===== src/ycs_pkg.sv =====
// constants and types of the separator control register bank
// ****************************************
// Operation
// - line pll filter 1 is quick; burst pll filter polarity inverted, 0 is quick.
// - burst extraction gain 0 high; pll loop gain 1 high and quick.
// - killer reference 0000 disables detection; higher codes more sensitive; reset 1010.
// - horizontal slice level is code plus 4 lsb, 4 to 19.
// - vertical slice level is horizontal level plus offset code 0 to 15.
// - burst gate start is 0.25 us per code plus 2.0 us.
// - burst gate width is 0.25 us per code plus 0.5 us.
// - converter clock delay codes 01,10,11; code 00 forbidden; reset 11.
// - converter power-down select set stops unused converters.
// - two bits disable widescreen id nrz and subcarrier amplitude checks.
// - no-image section mode picks ordinary, inter-frame, inter-line or straight through.
// - system power-down mode stops dac, memory, converter per code.
// - power-down keeps all register contents; no reset needed to resume.
// - extended video io enable turns on ten extended io pins.
// - video io float select: outputs low at 0, floating at 1.
// - read 0x00 bits 7:6 fixed version code, bit 5 undefined.
// - read 0x00 bits 4:0 killer, no sync, frame, vertical, horizontal flags.
// - read 0x01 holds eight bit noise level, 00 low to FF high.
// - read 0x02 valid flag plus id bits 3-9; 0x03 bits 10-17.
// - aspect words at 0x04 and 0x05, initial 00, 1111, 00h.
// - read 0x06 bits 7:3 aspect decoder checks, 1 normal, 0 error.
// ****************************************
package ycs_pkg;
	// write sub-addresses
	localparam logic [7:0] WA_TEST_CTRL = 8'h11;
	localparam logic [7:0] WA_PLL_KILLER = 8'h12;
	localparam logic [7:0] WA_SLICE = 8'h13;
	localparam logic [7:0] WA_BURST_GATE = 8'h14;
	localparam logic [7:0] WA_ADC_WIDE = 8'h15;
	localparam logic [7:0] WA_POWER_IO = 8'h16;
	localparam logic [7:0] WA_CLAMP_TEST = 8'h17;
	// read sub-addresses
	localparam logic [7:0] RA_STATUS = 8'h00;
	localparam logic [7:0] RA_NOISE = 8'h01;
	localparam logic [7:0] RA_WIDE_LO = 8'h02;
	localparam logic [7:0] RA_WIDE_HI = 8'h03;
	localparam logic [7:0] RA_ASPECT_01 = 8'h04;
	localparam logic [7:0] RA_ASPECT_2 = 8'h05;
	localparam logic [7:0] RA_ASPECT_CHK = 8'h06;
	// reset values of the write registers
	localparam logic [7:0] RST_TEST_CTRL = 8'h08;
	localparam logic [7:0] RST_PLL_KILLER = 8'hDA;
	localparam logic [7:0] RST_SLICE = 8'hF8;
	localparam logic [7:0] RST_BURST_GATE = 8'h53;
	localparam logic [7:0] RST_ADC_WIDE = 8'hE0;
	localparam logic [7:0] RST_POWER_IO = 8'h00;
	localparam logic [7:0] RST_CLAMP_TEST = 8'h00;
	// initial aspect decoder words
	localparam logic [1:0] RST_ASPECT_W0 = 2'h0;
	localparam logic [3:0] RST_ASPECT_W1 = 4'hF;
	localparam logic [7:0] RST_ASPECT_W2 = 8'h00;
	// version code, value arbitrary
	localparam logic [1:0] PRODUCT_VERSION_CODE = 2'h2;
	// field positions
	localparam int POS_LINE_PLL = 7;
	localparam int POS_BURST_PLL = 6;
	localparam int POS_BURST_GAIN = 5;
	localparam int POS_LOOP_GAIN = 4;
	localparam int POS_ADC_PD = 5;
	localparam int POS_NRZ_OFF = 3;
	localparam int POS_FSC_OFF = 2;
	localparam int POS_EXT_IO = 5;
	localparam int POS_FLOAT = 4;
	localparam int POS_FORCED_SYNC = 6;
	// slice and burst gate arithmetic
	localparam logic [4:0] HSLICE_BASE_LSB = 5'h04;
	localparam int GATE_STEP_NS = 250;
	localparam int GATE_START_BASE_NS = 2000;
	localparam int GATE_WIDTH_BASE_NS = 500;
	localparam int CLK_PERIOD_NS = 10;
	localparam logic [9:0] GATE_STEP_CYC = 10'(GATE_STEP_NS / CLK_PERIOD_NS);
	localparam logic [9:0] GATE_START_BASE_CYC = 10'(GATE_START_BASE_NS / CLK_PERIOD_NS);
	localparam logic [9:0] GATE_WIDTH_BASE_CYC = 10'(GATE_WIDTH_BASE_NS / CLK_PERIOD_NS);
	localparam logic [1:0] ADC_DLY_FORBIDDEN = 2'h0;
	// serial slave states
	typedef enum logic [2:0] {
		YCS_IDLE, YCS_DEVADDR, YCS_ACK_DEV, YCS_SUBADDR, YCS_ACK_SUB, YCS_WDATA, YCS_ACK_W,
		YCS_RDATA
	} ycs_state_t;
endpackage


===== src/ycs_regs.sv =====
// serial-bus register bank of the separator: control out, status in
`timescale 1ns/1ps
module ycs_regs (
	input wire logic i_clk,
	input wire logic i_nrst,
	input wire logic i_scl,
	input wire logic i_sda,
	input wire logic i_addr_sel,
	input wire logic [4:0] i_detect_flags,
	input wire logic [7:0] i_noise_level,
	input wire logic i_wide_id_valid,
	input wire logic [14:0] i_wide_id_bits,
	input wire logic i_aspect_update,
	input wire logic [1:0] i_aspect_w0,
	input wire logic [3:0] i_aspect_w1,
	input wire logic [7:0] i_aspect_w2,
	input wire logic [4:0] i_aspect_checks,
	input wire logic i_line_sync,
	output logic o_sda_oe_n,
	output logic o_line_pll_quick,
	output logic o_burst_pll_quick,
	output logic o_burst_gain_high,
	output logic o_loop_gain_high,
	output logic o_killer_enable,
	output logic [3:0] o_killer_sens,
	output logic [4:0] o_hslice_lsb,
	output logic [5:0] o_vslice_lsb,
	output logic o_burst_gate,
	output logic [1:0] o_adc_clk_delay,
	output logic o_adc_unused_stop,
	output logic o_nrz_check_en,
	output logic o_fsc_check_en,
	output logic [1:0] o_no_image_mode,
	output logic o_dac_stop,
	output logic o_mem_stop,
	output logic o_adc_stop,
	output logic o_ext_io_en,
	output logic o_io_oe_n,
	output logic o_forced_line_sync,
	output logic [7:0] o_test_ctrl,
	output logic [7:0] o_clamp_test
);
	import ycs_pkg::*;

	// ****************************************
	// state record
	// ****************************************
	typedef struct packed {
		ycs_state_t st;
		logic scl;
		logic sda;
		logic [3:0] bitcnt;
		logic [7:0] shreg;
		logic [7:0] sub;
		logic rd;
		logic sda_oe_n;
		logic [7:0] r11;
		logic [7:0] r12;
		logic [7:0] r13;
		logic [7:0] r14;
		logic [7:0] r15;
		logic [7:0] r16;
		logic [7:0] r17;
		logic [1:0] aw0;
		logic [3:0] aw1;
		logic [7:0] aw2;
		logic [9:0] gate_cnt;
		logic [9:0] gate_from;
		logic [9:0] gate_to;
		logic gate;
	} ycs_regs_t;

	ycs_regs_t s_q;
	ycs_regs_t s_d;

	// read-space decode, separate from the write space
	function automatic logic [7:0] read_mux(input logic [7:0] sa, input ycs_regs_t s);
		case (sa)
			RA_STATUS: read_mux = {PRODUCT_VERSION_CODE, 1'b0, i_detect_flags};
			RA_NOISE: read_mux = i_noise_level;
			RA_WIDE_LO: read_mux = {i_wide_id_valid, i_wide_id_bits[6:0]};
			RA_WIDE_HI: read_mux = i_wide_id_bits[14:7];
			RA_ASPECT_01: read_mux = {2'h0, s.aw0, s.aw1};
			RA_ASPECT_2: read_mux = s.aw2;
			RA_ASPECT_CHK: read_mux = {i_aspect_checks, 3'h0};
			default: read_mux = 8'h00;
		endcase
	endfunction

	logic start_c;
	logic stop_c;
	logic rise_c;
	logic fall_c;
	logic [9:0] gate_start_c;
	logic [9:0] gate_end_c;

	// ****************************************
	// next state
	// ****************************************
	always_comb begin
		s_d = s_q;
		s_d.scl = i_scl;
		s_d.sda = i_sda;
		start_c = s_q.scl && i_scl && s_q.sda && !i_sda;
		stop_c = s_q.scl && i_scl && !s_q.sda && i_sda;
		rise_c = !s_q.scl && i_scl;
		fall_c = s_q.scl && !i_scl;
		// burst gate window in system cycles from the line sync centre
		gate_start_c = GATE_START_BASE_CYC + 10'(GATE_STEP_CYC * {6'h0, s_q.r14[7:4]});
		gate_end_c = gate_start_c + GATE_WIDTH_BASE_CYC
			+ 10'(GATE_STEP_CYC * {6'h0, s_q.r14[3:0]});
		// serial slave, sub-addressed; registers never cleared except by reset
		if (start_c) begin
			s_d.st = YCS_DEVADDR;
			s_d.bitcnt = 4'h0;
			s_d.sda_oe_n = 1'b1;
		end else if (stop_c) begin
			s_d.st = YCS_IDLE;
			s_d.sda_oe_n = 1'b1;
		end else begin
			case (s_q.st)
				YCS_IDLE: begin
					s_d.sda_oe_n = 1'b1;
				end
				YCS_DEVADDR, YCS_SUBADDR, YCS_WDATA: begin
					if (rise_c) begin
						s_d.shreg = {s_q.shreg[6:0], i_sda};
						s_d.bitcnt = s_q.bitcnt + 4'h1;
					end
					if (fall_c && s_q.bitcnt == 4'h8) begin
						s_d.bitcnt = 4'h0;
						if (s_q.st == YCS_DEVADDR) begin
							// own address: 7'b100_101x, x from the select pin; low bit of the byte is read/write
							if (s_q.shreg[7:1] == {6'h25, i_addr_sel}) begin
								s_d.rd = s_q.shreg[0];
								s_d.sda_oe_n = 1'b0;
								s_d.st = YCS_ACK_DEV;
							end else begin
								s_d.st = YCS_IDLE;
							end
						end else if (s_q.st == YCS_SUBADDR) begin
							s_d.sub = s_q.shreg;
							s_d.sda_oe_n = 1'b0;
							s_d.st = YCS_ACK_SUB;
						end else begin
							case (s_q.sub)
								WA_TEST_CTRL: s_d.r11 = s_q.shreg;
								WA_PLL_KILLER: s_d.r12 = s_q.shreg;
								WA_SLICE: s_d.r13 = s_q.shreg;
								WA_BURST_GATE: s_d.r14 = s_q.shreg;
								WA_ADC_WIDE: s_d.r15 = s_q.shreg;
								WA_POWER_IO: s_d.r16 = s_q.shreg;
								WA_CLAMP_TEST: s_d.r17 = s_q.shreg;
								default: s_d.r11 = s_q.r11;
							endcase
							s_d.sub = s_q.sub + 8'h01;
							s_d.sda_oe_n = 1'b0;
							s_d.st = YCS_ACK_W;
						end
					end
				end
				YCS_ACK_DEV: begin
					if (fall_c) begin
						if (s_q.rd) begin
							s_d.shreg = read_mux(s_q.sub, s_q);
							s_d.sda_oe_n = read_mux(s_q.sub, s_q) >> 7 == 8'h01 ? 1'b1 : 1'b0;
							s_d.sub = s_q.sub + 8'h01;
							s_d.bitcnt = 4'h0;
							s_d.st = YCS_RDATA;
						end else begin
							s_d.sda_oe_n = 1'b1;
							s_d.st = YCS_SUBADDR;
						end
					end
				end
				YCS_ACK_SUB, YCS_ACK_W: begin
					if (fall_c) begin
						s_d.sda_oe_n = 1'b1;
						s_d.st = YCS_WDATA;
					end
				end
				YCS_RDATA: begin
					// open drain: release for a one, pull for a zero
					if (fall_c) begin
						s_d.bitcnt = s_q.bitcnt + 4'h1;
						if (s_q.bitcnt == 4'h7) begin
							s_d.sda_oe_n = 1'b1;
						end else if (s_q.bitcnt == 4'h8) begin
							s_d.bitcnt = 4'h0;
							s_d.shreg = read_mux(s_q.sub, s_q);
							s_d.sda_oe_n = read_mux(s_q.sub, s_q) >> 7 == 8'h01 ? 1'b1 : 1'b0;
							s_d.sub = s_q.sub + 8'h01;
						end else begin
							s_d.shreg = {s_q.shreg[6:0], 1'b0};
							s_d.sda_oe_n = s_q.shreg[6];
						end
					end
					// master nack ends the read
					if (rise_c && s_q.bitcnt == 4'h8 && i_sda) begin
						s_d.st = YCS_IDLE;
					end
				end
				default: s_d.st = YCS_IDLE;
			endcase
		end
		// aspect words latched from the decoder
		if (i_aspect_update) begin
			s_d.aw0 = i_aspect_w0;
			s_d.aw1 = i_aspect_w1;
			s_d.aw2 = i_aspect_w2;
		end
		// burst gate counter, restarted at each line sync centre; the window is latched there
		// so that a write in mid-line can neither cut nor stretch the gate already running
		if (i_line_sync) begin
			s_d.gate_cnt = 10'h000;
			s_d.gate_from = gate_start_c;
			s_d.gate_to = gate_end_c;
		end else if (s_q.gate_cnt != 10'h3FF) begin
			s_d.gate_cnt = s_q.gate_cnt + 10'h001;
		end
		s_d.gate = (s_q.gate_cnt >= s_q.gate_from) && (s_q.gate_cnt < s_q.gate_to);
	end

	// ****************************************
	// registers; power-down leaves them untouched
	// ****************************************
	always_ff @(posedge i_clk) begin
		if (!i_nrst) begin
			s_q <= '0;
			s_q.st <= YCS_IDLE;
			s_q.scl <= 1'b1;
			s_q.sda <= 1'b1;
			s_q.sda_oe_n <= 1'b1;
			s_q.r11 <= RST_TEST_CTRL;
			s_q.r12 <= RST_PLL_KILLER;
			s_q.r13 <= RST_SLICE;
			s_q.r14 <= RST_BURST_GATE;
			s_q.r15 <= RST_ADC_WIDE;
			s_q.r16 <= RST_POWER_IO;
			s_q.r17 <= RST_CLAMP_TEST;
			s_q.aw0 <= RST_ASPECT_W0;
			s_q.aw1 <= RST_ASPECT_W1;
			s_q.aw2 <= RST_ASPECT_W2;
		end else begin
			s_q <= s_d;
		end
	end

	// ****************************************
	// decoded control outputs, registered
	// ****************************************
	always_ff @(posedge i_clk) begin
		if (!i_nrst) begin
			o_line_pll_quick <= 1'b1;
			o_burst_pll_quick <= 1'b0;
			o_burst_gain_high <= 1'b1;
			o_loop_gain_high <= 1'b1;
			o_killer_enable <= 1'b1;
			o_killer_sens <= 4'hA;
			o_hslice_lsb <= 5'h13;
			o_vslice_lsb <= 6'h1B;
			o_burst_gate <= 1'b0;
			o_adc_clk_delay <= 2'h3;
			o_adc_unused_stop <= 1'b1;
			o_nrz_check_en <= 1'b1;
			o_fsc_check_en <= 1'b1;
			o_no_image_mode <= 2'h0;
			o_dac_stop <= 1'b0;
			o_mem_stop <= 1'b0;
			o_adc_stop <= 1'b0;
			o_ext_io_en <= 1'b0;
			o_io_oe_n <= 1'b0;
			o_forced_line_sync <= 1'b0;
			o_test_ctrl <= 8'h08;
			o_clamp_test <= 8'h00;
			o_sda_oe_n <= 1'b1;
		end else begin
			o_line_pll_quick <= s_q.r12[POS_LINE_PLL];
			o_burst_pll_quick <= !s_q.r12[POS_BURST_PLL];
			o_burst_gain_high <= !s_q.r12[POS_BURST_GAIN];
			o_loop_gain_high <= s_q.r12[POS_LOOP_GAIN];
			o_killer_enable <= s_q.r12[3:0] != 4'h0;
			o_killer_sens <= s_q.r12[3:0];
			o_hslice_lsb <= HSLICE_BASE_LSB + {1'b0, s_q.r13[7:4]};
			o_vslice_lsb <= {1'b0, HSLICE_BASE_LSB + {1'b0, s_q.r13[7:4]}}
				+ {2'h0, s_q.r13[3:0]};
			o_burst_gate <= s_q.gate;
			// forbidden delay code is held at the last legal setting
			if (s_q.r15[7:6] != ADC_DLY_FORBIDDEN) begin
				o_adc_clk_delay <= s_q.r15[7:6];
			end
			o_adc_unused_stop <= s_q.r15[POS_ADC_PD];
			o_nrz_check_en <= !s_q.r15[POS_NRZ_OFF];
			o_fsc_check_en <= !s_q.r15[POS_FSC_OFF];
			o_no_image_mode <= s_q.r15[1:0];
			o_dac_stop <= s_q.r16[6];
			o_mem_stop <= s_q.r16[7:6] != 2'h0;
			o_adc_stop <= s_q.r16[7:6] == 2'h3;
			o_ext_io_en <= s_q.r16[POS_EXT_IO];
			o_io_oe_n <= s_q.r16[POS_FLOAT];
			o_forced_line_sync <= s_q.r17[POS_FORCED_SYNC];
			o_test_ctrl <= s_q.r11;
			o_clamp_test <= s_q.r17;
			o_sda_oe_n <= s_q.sda_oe_n;
		end
	end
endmodule // ycs_regs


===== config.mk =====
export PLATFORM = sky130hd
export DESIGN_NAME = ycs_regs
export DESIGN_NICKNAME = d
export VERILOG_FILES = /design/src/ycs_pkg.sv /design/src/ycs_regs.sv
export SDC_FILE = /design/constraint.sdc
export NUM_CORES = 1
export LEC_CHECK = 0
export BUFFER_PORTS_ARGS = -buffer_cell sky130_fd_sc_hd__buf_2
export CORE_ASPECT_RATIO = 1.5
export CORE_UTILIZATION = 53
export DETAILED_ROUTE_END_ITERATION = 10
export GPL_TIMING_DRIVEN = 0
export PLACE_DENSITY = 0.83
export SLEW_MARGIN = 20
export SYNTH_ARGS = -nofsm -noshare
export SYNTH_HDL_FRONTEND = slang
export SYNTH_SLANG_ARGS = --single-unit

===== constraint.sdc =====
create_clock -name i_clk -period 3.91 [get_ports i_clk]
set_input_delay 0.782 -clock i_clk [delete_from_list [all_inputs] [get_ports i_clk]]
set_output_delay 0.782 -clock i_clk [all_outputs]
set_load 0.02 [all_outputs]

==> impl_metrics.yaml, run 1 <==
status:
  outcome: "finished, final reports clean"
setup_path:
  crit_type: "reg -> reg"
  r2r-start: "s_q[73]"
  critical_path.startpoint_type: "flip-flop"
  worstSetupEndpoint: "s_q[10]"
  reg2reg_slack_ps: 60
  cp_max_fo: 4
  endpoint_kind: "flip-flop"
  worstRegToRegCells: 15
  critPathRequiredTime_ps: 4280
  crit_start: "s_q[73]"
  r2r_end: "s_q[10]"
  arrival_ps: 4210
logic_synthesis:
  avgSynthCellArea_sq_um: 8.787
  synth_cell_types: 64
  netlist_area_sq_um: 8602
  ys_seq_elements: 173
  ys_warn_count: 0
  yosysTopAreaCellShare: 0.4026
  synth_seq_area_share: 0.4026
  synth_largest_area_cell: "dfxtp_1"
  syn_nets: 1107
  synth-async-reset-ratio: 0
  synthCells: 979
  synthTopCellsByArea: "dfxtp_1 (40%), ha_1 (9.3%), mux2i_1 (5.9%)"
  synthFlopType: "dfxtp_1"
  synth_edf_count: 0
detailed_routing:
  drt_first_iter_violations: 448
  routed_wl_microns: 24130
  drc: 0
  wl_per_cell_microns: 18.28
  num_vias: 7861
  viasPerCell: 5.955
  drtAntennaViolNets: 0
  drtPass1Iterations: 6
global_route:
  grt_usage: 0.2923
  antenna_found_initial: 0
  grt-ovfl-total: 0
  grt_max_degree: 17
  grt_pass1_vias: 7883
  grt_pass1_wl_microns: 38030
die:
  die-area_sq_um: 16750
  core_area_sq_um: 15770
  initial_core_util: 0.5456
  die_h_microns: 158.0
  die-width_microns: 106.0
  io-pin-count: 106
  fp-row-count: 56
power_and_ir_drop:
  pwr-share-seq: 0.475
  power_mw: 3.791
  p_comb_frac: 0.063
  switching_power_mw: 0.9235
  p_leak_nw: 4.397
  pwr-share-clk: 0.463
  switching_share: 0.2436
  p_per_area_nw_per_um2: 375.2
  p_int_mw: 2.867
  vdd_drop_max_mv: 0.2662
flow_run:
  cap_violations: 0
clocking:
  htreeDepth: 4
  clock-sinks: 173
  cts_tree: "done"
  clkSlewWorstSetupHoldPaths_ps: 70
  insertion_delay_ps: 440
  clockBufferDepth: 2
  cts_root_buf: "clkbuf_16"
  numCtsBuffers: 17
  cts_hold_buffers: 0
timing:
  max_freq_mhz: 260.0
  period_needed_ps: 3846
  finalClockSkew_ps: 10.58
  max_slew.worst_pin.slew_ps: 1060
  slew_headroom: 0.2822
  period_share: 0.9837
  drv_slew: 0
  setup_slack_ps: 63.68
  setup_violations: 0
  hold_violations: 0
placed_design:
  place_ws_ps: -182.8
  dp_hpwl_microns: 16870
  io_buffers: 103
  gp_congestion: 0.9498
cells_and_area:
  drive_above_1_share: 0.1531
  area_growth_pct: 17.47
  final_nets: 1232
  diodes: 0
hold_path:
  hold_path.class: "reg -> reg"
## power groups by stage
stage	Combinational, mW	Clock (mW)	Sequential, mW
after floorplan	0.145	0	1.84
after global placement	0.226	0	1.84
after detailed placement	0.229	0	1.84
after CTS	0.233	1.76	1.80
after global routing	0.257	1.84	1.80
final	0.237	1.75	1.80
## routing by layer
metal  share of wire  GRT usage  vias to the layer above
li1                -          -                     3664
met1            0.35     0.2917                     3690
met2            0.53     0.5493                      393
met3           0.070    0.06422                      114
met4           0.055     0.1759                        0
met5               0          0                        -
## registers in the layout (all words and copies together) (netlist names), 2 cells and up
signal / count
o_test_ctrl: 8
s_q: 123
o_clamp_test: 8
o_vslice_lsb: 6
o_killer_sens: 4
o_hslice_lsb: 5
o_adc_clk_delay: 2
o_no_image_mode: 2
## placed cells by master, fill, tap and decap left out, drive strengths merged, types with 7 or more instances in the layout
master / netlist / routed
and3: 8 / 8
clkbuf: 47 / 67
mux2i: 51 / 51
a22oi: 14 / 14
dfxtp: 173 / 173
inv: 57 / 62
nor2b: 7 / 7
nand3: 67 / 67
xor2: 11 / 11
a211oi: 14 / 14
a222oi: 7 / 7
o32ai: 7 / 7
nor2: 77 / 77
ha: 64 / 64
xnor2: 9 / 9
nand2: 105 / 105
buf: 16 / 122
a21o: 7 / 7
nand2b: 20 / 20
a31oi: 8 / 8
fa: 9 / 9
a21oi: 62 / 62
and2: 28 / 28
nand4: 7 / 7
o21ai: 29 / 29
## per-stage QoR
step,instances,cell area [sq um],setup TNS (ps),util,hold WS (ps)
final,1320,10100,0,0.6410,384.7
after global routing,1320,10100,-57.41,0.6410,394.4
after CTS,1317,10040,0,0.6366,382.0
after detailed placement,1285,9371,-297.8,0.5944,365.6
after global placement,1285,9371,-242.2,0.5944,364.3
after floorplan,979,8602,0,-,358.2
## logic make-up after synthesis
| group | Yosys count | share of synthesized area |
|---|---|---|
| flip-flops | 173 | 0.4026 |
| multiplexers | 53 | 0.06196 |
| AO/OA/AOI/OAI | 187 | 0.1425 |
| AND/OR/NAND/NOR | 352 | 0.2012 |
| XOR/XNOR | 21 | 0.02298 |
| buffers and inverters | 120 | 0.05469 |
| adder cells (fa/ha/maj) | 73 | 0.1140 |
## worst min path at each step
stage          cells past startpoint  startpoint                end  slack (ps)
2_1_floorplan                      1     s_q[90]  o_burst_gain_high         360
3_3_place_gp                       1     s_q[63]     o_fsc_check_en         360
3_5_place_dp                       1     s_q[63]     o_fsc_check_en         370
4_1_cts                            1     s_q[63]     o_fsc_check_en         380
5_1_grt                            1     s_q[63]     o_fsc_check_en         390
6_report                           1     s_q[63]     o_fsc_check_en         380
## final cells by class
| type | count | area (sq um) |
|---|---|---|
| plain buffers | 63 | 256.5 |
| clock inverters | 12 | 153.9 |
| flip-flops and latches | 173 | 3476 |
| well taps | 203 | 254.0 |
| inverters | 57 | 214.0 |
| multi-input cells | 686 | 4756 |
| clock buffers | 20 | 456.7 |
| repair buffers | 106 | 538.0 |
| fillers | 1287 | 5660 |
## Yosys cell counts (4+ instances only)
master,n
nand4_1,7
o21ai_0,28
a222oi_1,7
nand3_1,67
o21a_1,4
a211oi_1,14
and2_1,28
fa_1,9
nor2b_1,7
nor3_1,5
xnor2_1,9
dfxtp_1,173
or2_2,4
inv_1,57
xor2_1,11
a22oi_1,14
mux2i_1,51
buf_1,7
nand4b_1,5
a21oi_1,62
ha_1,64
a32oi_1,4
nand2b_1,20
a21o_1,7
a31oi_1,8
nor2_1,77
o32ai_1,7
and3_1,8
nand2_1,104
buf_2,7
o211ai_1,5
clkbuf_1,47
## critical path: stages (launching register included)
cell and delay [ps]:
dfxtp_4 370, fa_2 590, ha_4 140, ha_4 200, ha_1 280, ha_1 290
inv_1 50, fa_1 500, inv_2 60, ha_4 270, nand3_1 80, o211ai_1 240
nor4_1 100, nor3_1 230, xnor3_1 250, a21oi_1 130
## repair_timing
item	CTS	global route
pin swaps	2	9
endpoints found under the setup margin	3	3
gates resized for setup	9	11
cloned	0	0
endpoints found under the hold margin	0	0
setup buffers	0	3
Power figures use the tool's default switching activity.
==> run 2: changes to the inputs <==
--- a/config.mk
+++ b/config.mk
@@ -5,12 +5,12 @@
 export SDC_FILE = /design/constraint.sdc
 export NUM_CORES = 1
 export LEC_CHECK = 0
-export BUFFER_PORTS_ARGS = -buffer_cell sky130_fd_sc_hd__buf_2
 export CORE_ASPECT_RATIO = 1.5
-export CORE_UTILIZATION = 53
+export CORE_UTILIZATION = 66
 export DETAILED_ROUTE_END_ITERATION = 10
+export DONT_BUFFER_PORTS = 1
 export GPL_TIMING_DRIVEN = 0
-export PLACE_DENSITY = 0.83
+export PLACE_DENSITY = 0.88
 export SLEW_MARGIN = 20
 export SYNTH_ARGS = -nofsm -noshare
 export SYNTH_HDL_FRONTEND = slang
==> constraint.sdc (replaced) <==
create_clock -name i_clk -period 4.9 [get_ports i_clk]
set_input_delay 0.98 -clock i_clk [delete_from_list [all_inputs] [get_ports i_clk]]
set_output_delay 0.98 -clock i_clk [all_outputs]
set_load 0.02 [all_outputs]
==> impl_metrics.yaml, run 2 (same netlist as run 1, synthesis figures left out) <==
clocking:
  htreeDepth: 4
  cts_tree: "done"
  clockBufferDepth: 2
  cts_hold_buffers: 0
  insertion_delay_ps: 440
  clock-sinks: 173
  postCtsSetupBuffers: 0
  cts_root_buf: "clkbuf_16"
  numCtsBuffers: 17
  clkSlewWorstSetupHoldPaths_ps: 70
  ctsResizeCount: 0
cells_and_area:
  largest_reg_flops: 123
  area_growth_pct: 9.745
  final_nets: 1126
  final_cell_mix: "dfxtp_1 (173), nand2_1 (104), nor2_1 (77)"
  fin_area_sq_um: 9440
  drive_above_1_share: 0.05143
  final_common_cell: "dfxtp_1"
  diodes: 0
  top_register: "s_q"
  top_regs: "s_q: 123 flops, o_clamp_test: 8 flops, o_test_ctrl: 8 flops"
power_and_ir_drop:
  p_leak_nw: 3.958
  vdd_drop_max_mv: 0.2148
  p_per_area_nw_per_um2: 325.2
timing:
  period_needed_ps: 4249
  holdWs_ps: 399.0
  max_slew.worst_pin.slew_ps: 1160
  rsz0062_at_grt: "no"
  period_share: 0.8671
  drv_slew: 0
  hold_violations: 0
  fin_tns_setup_ps: 0
  setup_violations: 0
  max_freq_mhz: 235.4
  slew_headroom: 0.2143
  finalClockSkew_ps: 7.203
placed_design:
  dp_hpwl_microns: 16890
  placed_cell_area_sq_um: 8797
  io_buffers: 0
  gp_congestion: 1.031
global_route:
  grt_pass1_wl_microns: 36630
  antenna_found_initial: 0
  grt-ovfl-total: 0
  grt_pass1_vias: 7431
  grt_usage: 0.3604
  grt_max_degree: 18
die:
  initial_core_util: 0.6841
  die-area_sq_um: 13500
  fp-row-count: 50
  io-pin-count: 106
  core_area_sq_um: 12570
  die_h_microns: 141.8
  die-width_microns: 95.22
setup_path:
  cp_max_fo: 8
  crit_type: "reg -> reg"
  r2r-start: "s_q[75]"
  critPathRequiredTime_ps: 5270
  crit_top_cell: "ha_1"
  endpoint_kind: "flip-flop"
  reg2reg_slack_ps: 650
  slowest_delay_ps: 550
  worstRegToRegCells: 15
  crit_family: "adder cells"
  cp_slowest_cell: "dfxtp_1"
  path_cells: "ha_1, ha_1, ha_1, ha_1, ha_1, inv_1, fa_1, inv_1, ha_1, nand3_1, o211ai_1, nor4_1, nor3_1, xnor3_1, a21oi_1"
  arrival_ps: 4620
  r2r_end: "s_q[10]"
  cp_num_buf_inv: 2
  critical_path.startpoint_type: "flip-flop"
status:
  outcome: "finished, final reports clean"
detailed_routing:
  drtAntennaViolNets: 0
  num_vias: 7526
  drc: 0
  drt_first_iter_violations: 576
  wl_per_cell_microns: 20.29
  drtPass1Iterations: 6
  routed_wl_microns: 23670
  viasPerCell: 6.449
hold_path:
  hold_depth: 1
  min-delay-start: "s_q[63]"
  hold_path.class: "reg -> reg"
  hold_end: "o_fsc_check_en"
flow_run:
  cap_violations: 0
[run 2: changes by cell type in the layout (fill, tap and decap cells not counted), sizes merged]
cell	delta
bufinv	+1
buf	-106
clkinvlp	+1
clkbuf	-2
[run 2: how the worst max path moves through the flow]
| stage | startpoint | endpoint | cells after the start |
|---|---|---|---|
| 3_5_place_dp | s_q[75] | s_q[10] | 15 |
| 4_1_cts | s_q[75] | s_q[10] | 15 |
| 2_1_floorplan | s_q[76] | s_q[10] | 15 |
| 3_3_place_gp | s_q[75] | s_q[10] | 15 |
| 6_report | s_q[75] | s_q[10] | 15 |
| 5_1_grt | s_q[75] | s_q[9] | 14 |
[run 2: per-layer routing]
layer	vias up	share of wire	GRT usage	wire, microns
met5	-	0	0	0
met4	0	0.068	0.2536	1613
met3	122	0.076	0.07020	1801
met2	398	0.51	0.6372	12150
met1	3554	0.34	0.3707	8111
li1	3452	-	-	-
[run 2: layout make-up]
cell class | instances | area (sq um)
multi-input cells | 686 | 4668
flip-flops and latches | 173 | 3463
fillers | 890 | 3134
clock buffers | 18 | 439.2
plain buffers | 63 | 256.5
inverters | 57 | 214.0
clock inverters | 14 | 203.9
well taps | 156 | 195.2
[run 2: per-stage QoR]
stage                     std cells  power (mW)    util  setup slack, ps
final                          1167       3.070  0.7507            651.3
after global routing           1167       3.137  0.7507            476.6
after CTS                      1167       3.062  0.7507            692.6
after detailed placement       1135       1.635  0.6996            779.3
after global placement         1135       1.631  0.6996            824.3
after floorplan                 979       1.582       -             1166
[run 2: power breakdown]
part	internal, mW	switching (mW)
logic	0.0549	0.117
clock network	0.837	0.622
registers	1.43	0.0133
==> run 3: changes to the inputs <==
--- a/config.mk
+++ b/config.mk
@@ -7,6 +7,7 @@
 export LEC_CHECK = 0
 export CORE_ASPECT_RATIO = 1.5
 export CORE_UTILIZATION = 66
+export CTS_BUF_LIST = sky130_fd_sc_hd__clkbuf_16
 export DETAILED_ROUTE_END_ITERATION = 10
 export DONT_BUFFER_PORTS = 1
 export GPL_TIMING_DRIVEN = 0
==> impl_metrics.yaml, run 3 (same netlist as run 1, synthesis figures left out) <==
cells_and_area:
  area_growth_pct: 9.629
  diodes: 0
  final_nets: 1126
  filler_cell_count: 893
  fin_area_sq_um: 9430
  largest_reg_flops: 123
  drive_above_1_share: 0.05045
  top_regs: "s_q: 123 flops, o_clamp_test: 8 flops, o_test_ctrl: 8 flops"
  final_common_cell: "dfxtp_1"
  top_register: "s_q"
  fin_util: 0.7500
  final_cell_mix: "dfxtp_1 (173), nand2_1 (104), nor2_1 (77)"
  stdcell_count: 1167
global_route:
  grt_pass1_vias: 7452
  met1_usage: 0.3711
  grt_max_degree: 18
  grt-ovfl-total: 0
  use_met3: 0.07985
  grt_pass1_wl_microns: 36760
  busiest_layer: "met2"
  antenna_found_initial: 0
  use_met2: 0.6346
  grt_usage: 0.3618
clocking:
  clockBufferDepth: 2
  cts_root_buf: "clkbuf_16"
  cts_hold_buffers: 0
  clock-sinks: 173
  numCtsBuffers: 17
  clkSlewWorstSetupHoldPaths_ps: 70
  cts_tree: "done"
  ctsResizeCount: 0
  htreeDepth: 4
  insertion_delay_ps: 440
  postCtsSetupBuffers: 0
timing:
  period_share: 0.8654
  rsz0062_at_grt: "no"
  fin_tns_setup_ps: 0
  max_slew.worst_pin.slew_ps: 1137
  max_freq_mhz: 235.8
  slew_headroom: 0.2302
  period_needed_ps: 4240
  setup_slack_ps: 659.7
  hold_violations: 0
  drv_slew: 0
  setup_violations: 0
  holdWs_ps: 400.1
  finalClockSkew_ps: 6.157
flow_run:
  cap_violations: 0
placed_design:
  placed_cell_area_sq_um: 8797
  io_buffers: 0
  place_ws_ps: 779.3
  placed_cells: 1135
  gp_congestion: 1.031
  dp_hpwl_microns: 16890
setup_path:
  arrival_ps: 4610
  critical_path.startpoint_type: "flip-flop"
  critPathRequiredTime_ps: 5270
  cp_max_fo: 8
  crit_type: "reg -> reg"
  endpoint_kind: "flip-flop"
die:
  die-area_sq_um: 13500
  die-width_microns: 95.22
  die_h_microns: 141.8
  fp-row-count: 50
  initial_core_util: 0.6841
  core_area_sq_um: 12570
  io-pin-count: 106
status:
  outcome: "finished, final reports clean"
detailed_routing:
  num_vias: 7621
  routed_wl_microns: 23680
  viasPerCell: 6.530
  drtAntennaViolNets: 0
  drt_first_iter_violations: 715
  drc: 0
  wl_per_cell_microns: 20.29
  drtPass1Iterations: 5
power_and_ir_drop:
  power_mw: 3.053
  p_leak_nw: 3.953
  p_per_area_nw_per_um2: 323.7
  vdd_drop_max_mv: 0.2128
hold_path:
  hold_path.class: "reg -> reg"
-- run 3: cell count changes in the layout (fill, tap and decap cells not counted) --
cell | before | now
clkinv_1 | 0 | 1
clkbuf_8 | 1 | 0
-- run 3: routing by layer --
layer	share of wire	vias up
met5	0	-
met4	0.070	0
met3	0.072	127
met2	0.51	417
met1	0.34	3622
li1	-	3455
-- run 3: critical path, stage by stage, from the launching register on --
cell and delay [ps]:
dfxtp_1 550, ha_1 320, ha_1 340, ha_1 380, ha_1 300, ha_1 270
inv_1 50, fa_1 520, inv_1 40, ha_1 330, nand3_1 90, o211ai_1 230
nor4_1 90, nor3_1 250, xnor3_1 260, a21oi_1 140
-- run 3: final timing paths --
path	start	endpoint	slack, ps	cells past startpoint
worst max-delay path	s_q[75]	s_q[10]	660	15
worst min-delay path	s_q[63]	o_fsc_check_en	400	1
worst max register to register	s_q[75]	s_q[10]	660	15
worst min register to register	s_q[63]	o_fsc_check_en	400	1
-- run 3: where the power goes --
| part | switching (mW) | internal (mW) |
|---|---|---|
| clock | 0.620 | 0.822 |
| sequential | 0.0132 | 1.43 |
| combinational | 0.117 | 0.0549 |
| total | 0.751 | 2.30 |
-- run 3: area by class of cell --
class / instances / area, sq um / area share
flip-flops and latches: 173 / 3463 / 0.3673
multi-input cells: 686 / 4668 / 0.4950
inverters: 57 / 214.0 / 0.02269
clock inverters: 15 / 207.7 / 0.02202
clock buffers: 17 / 425.4 / 0.04511
plain buffers: 63 / 256.5 / 0.02720
well taps: 156 / 195.2 / 0.02070
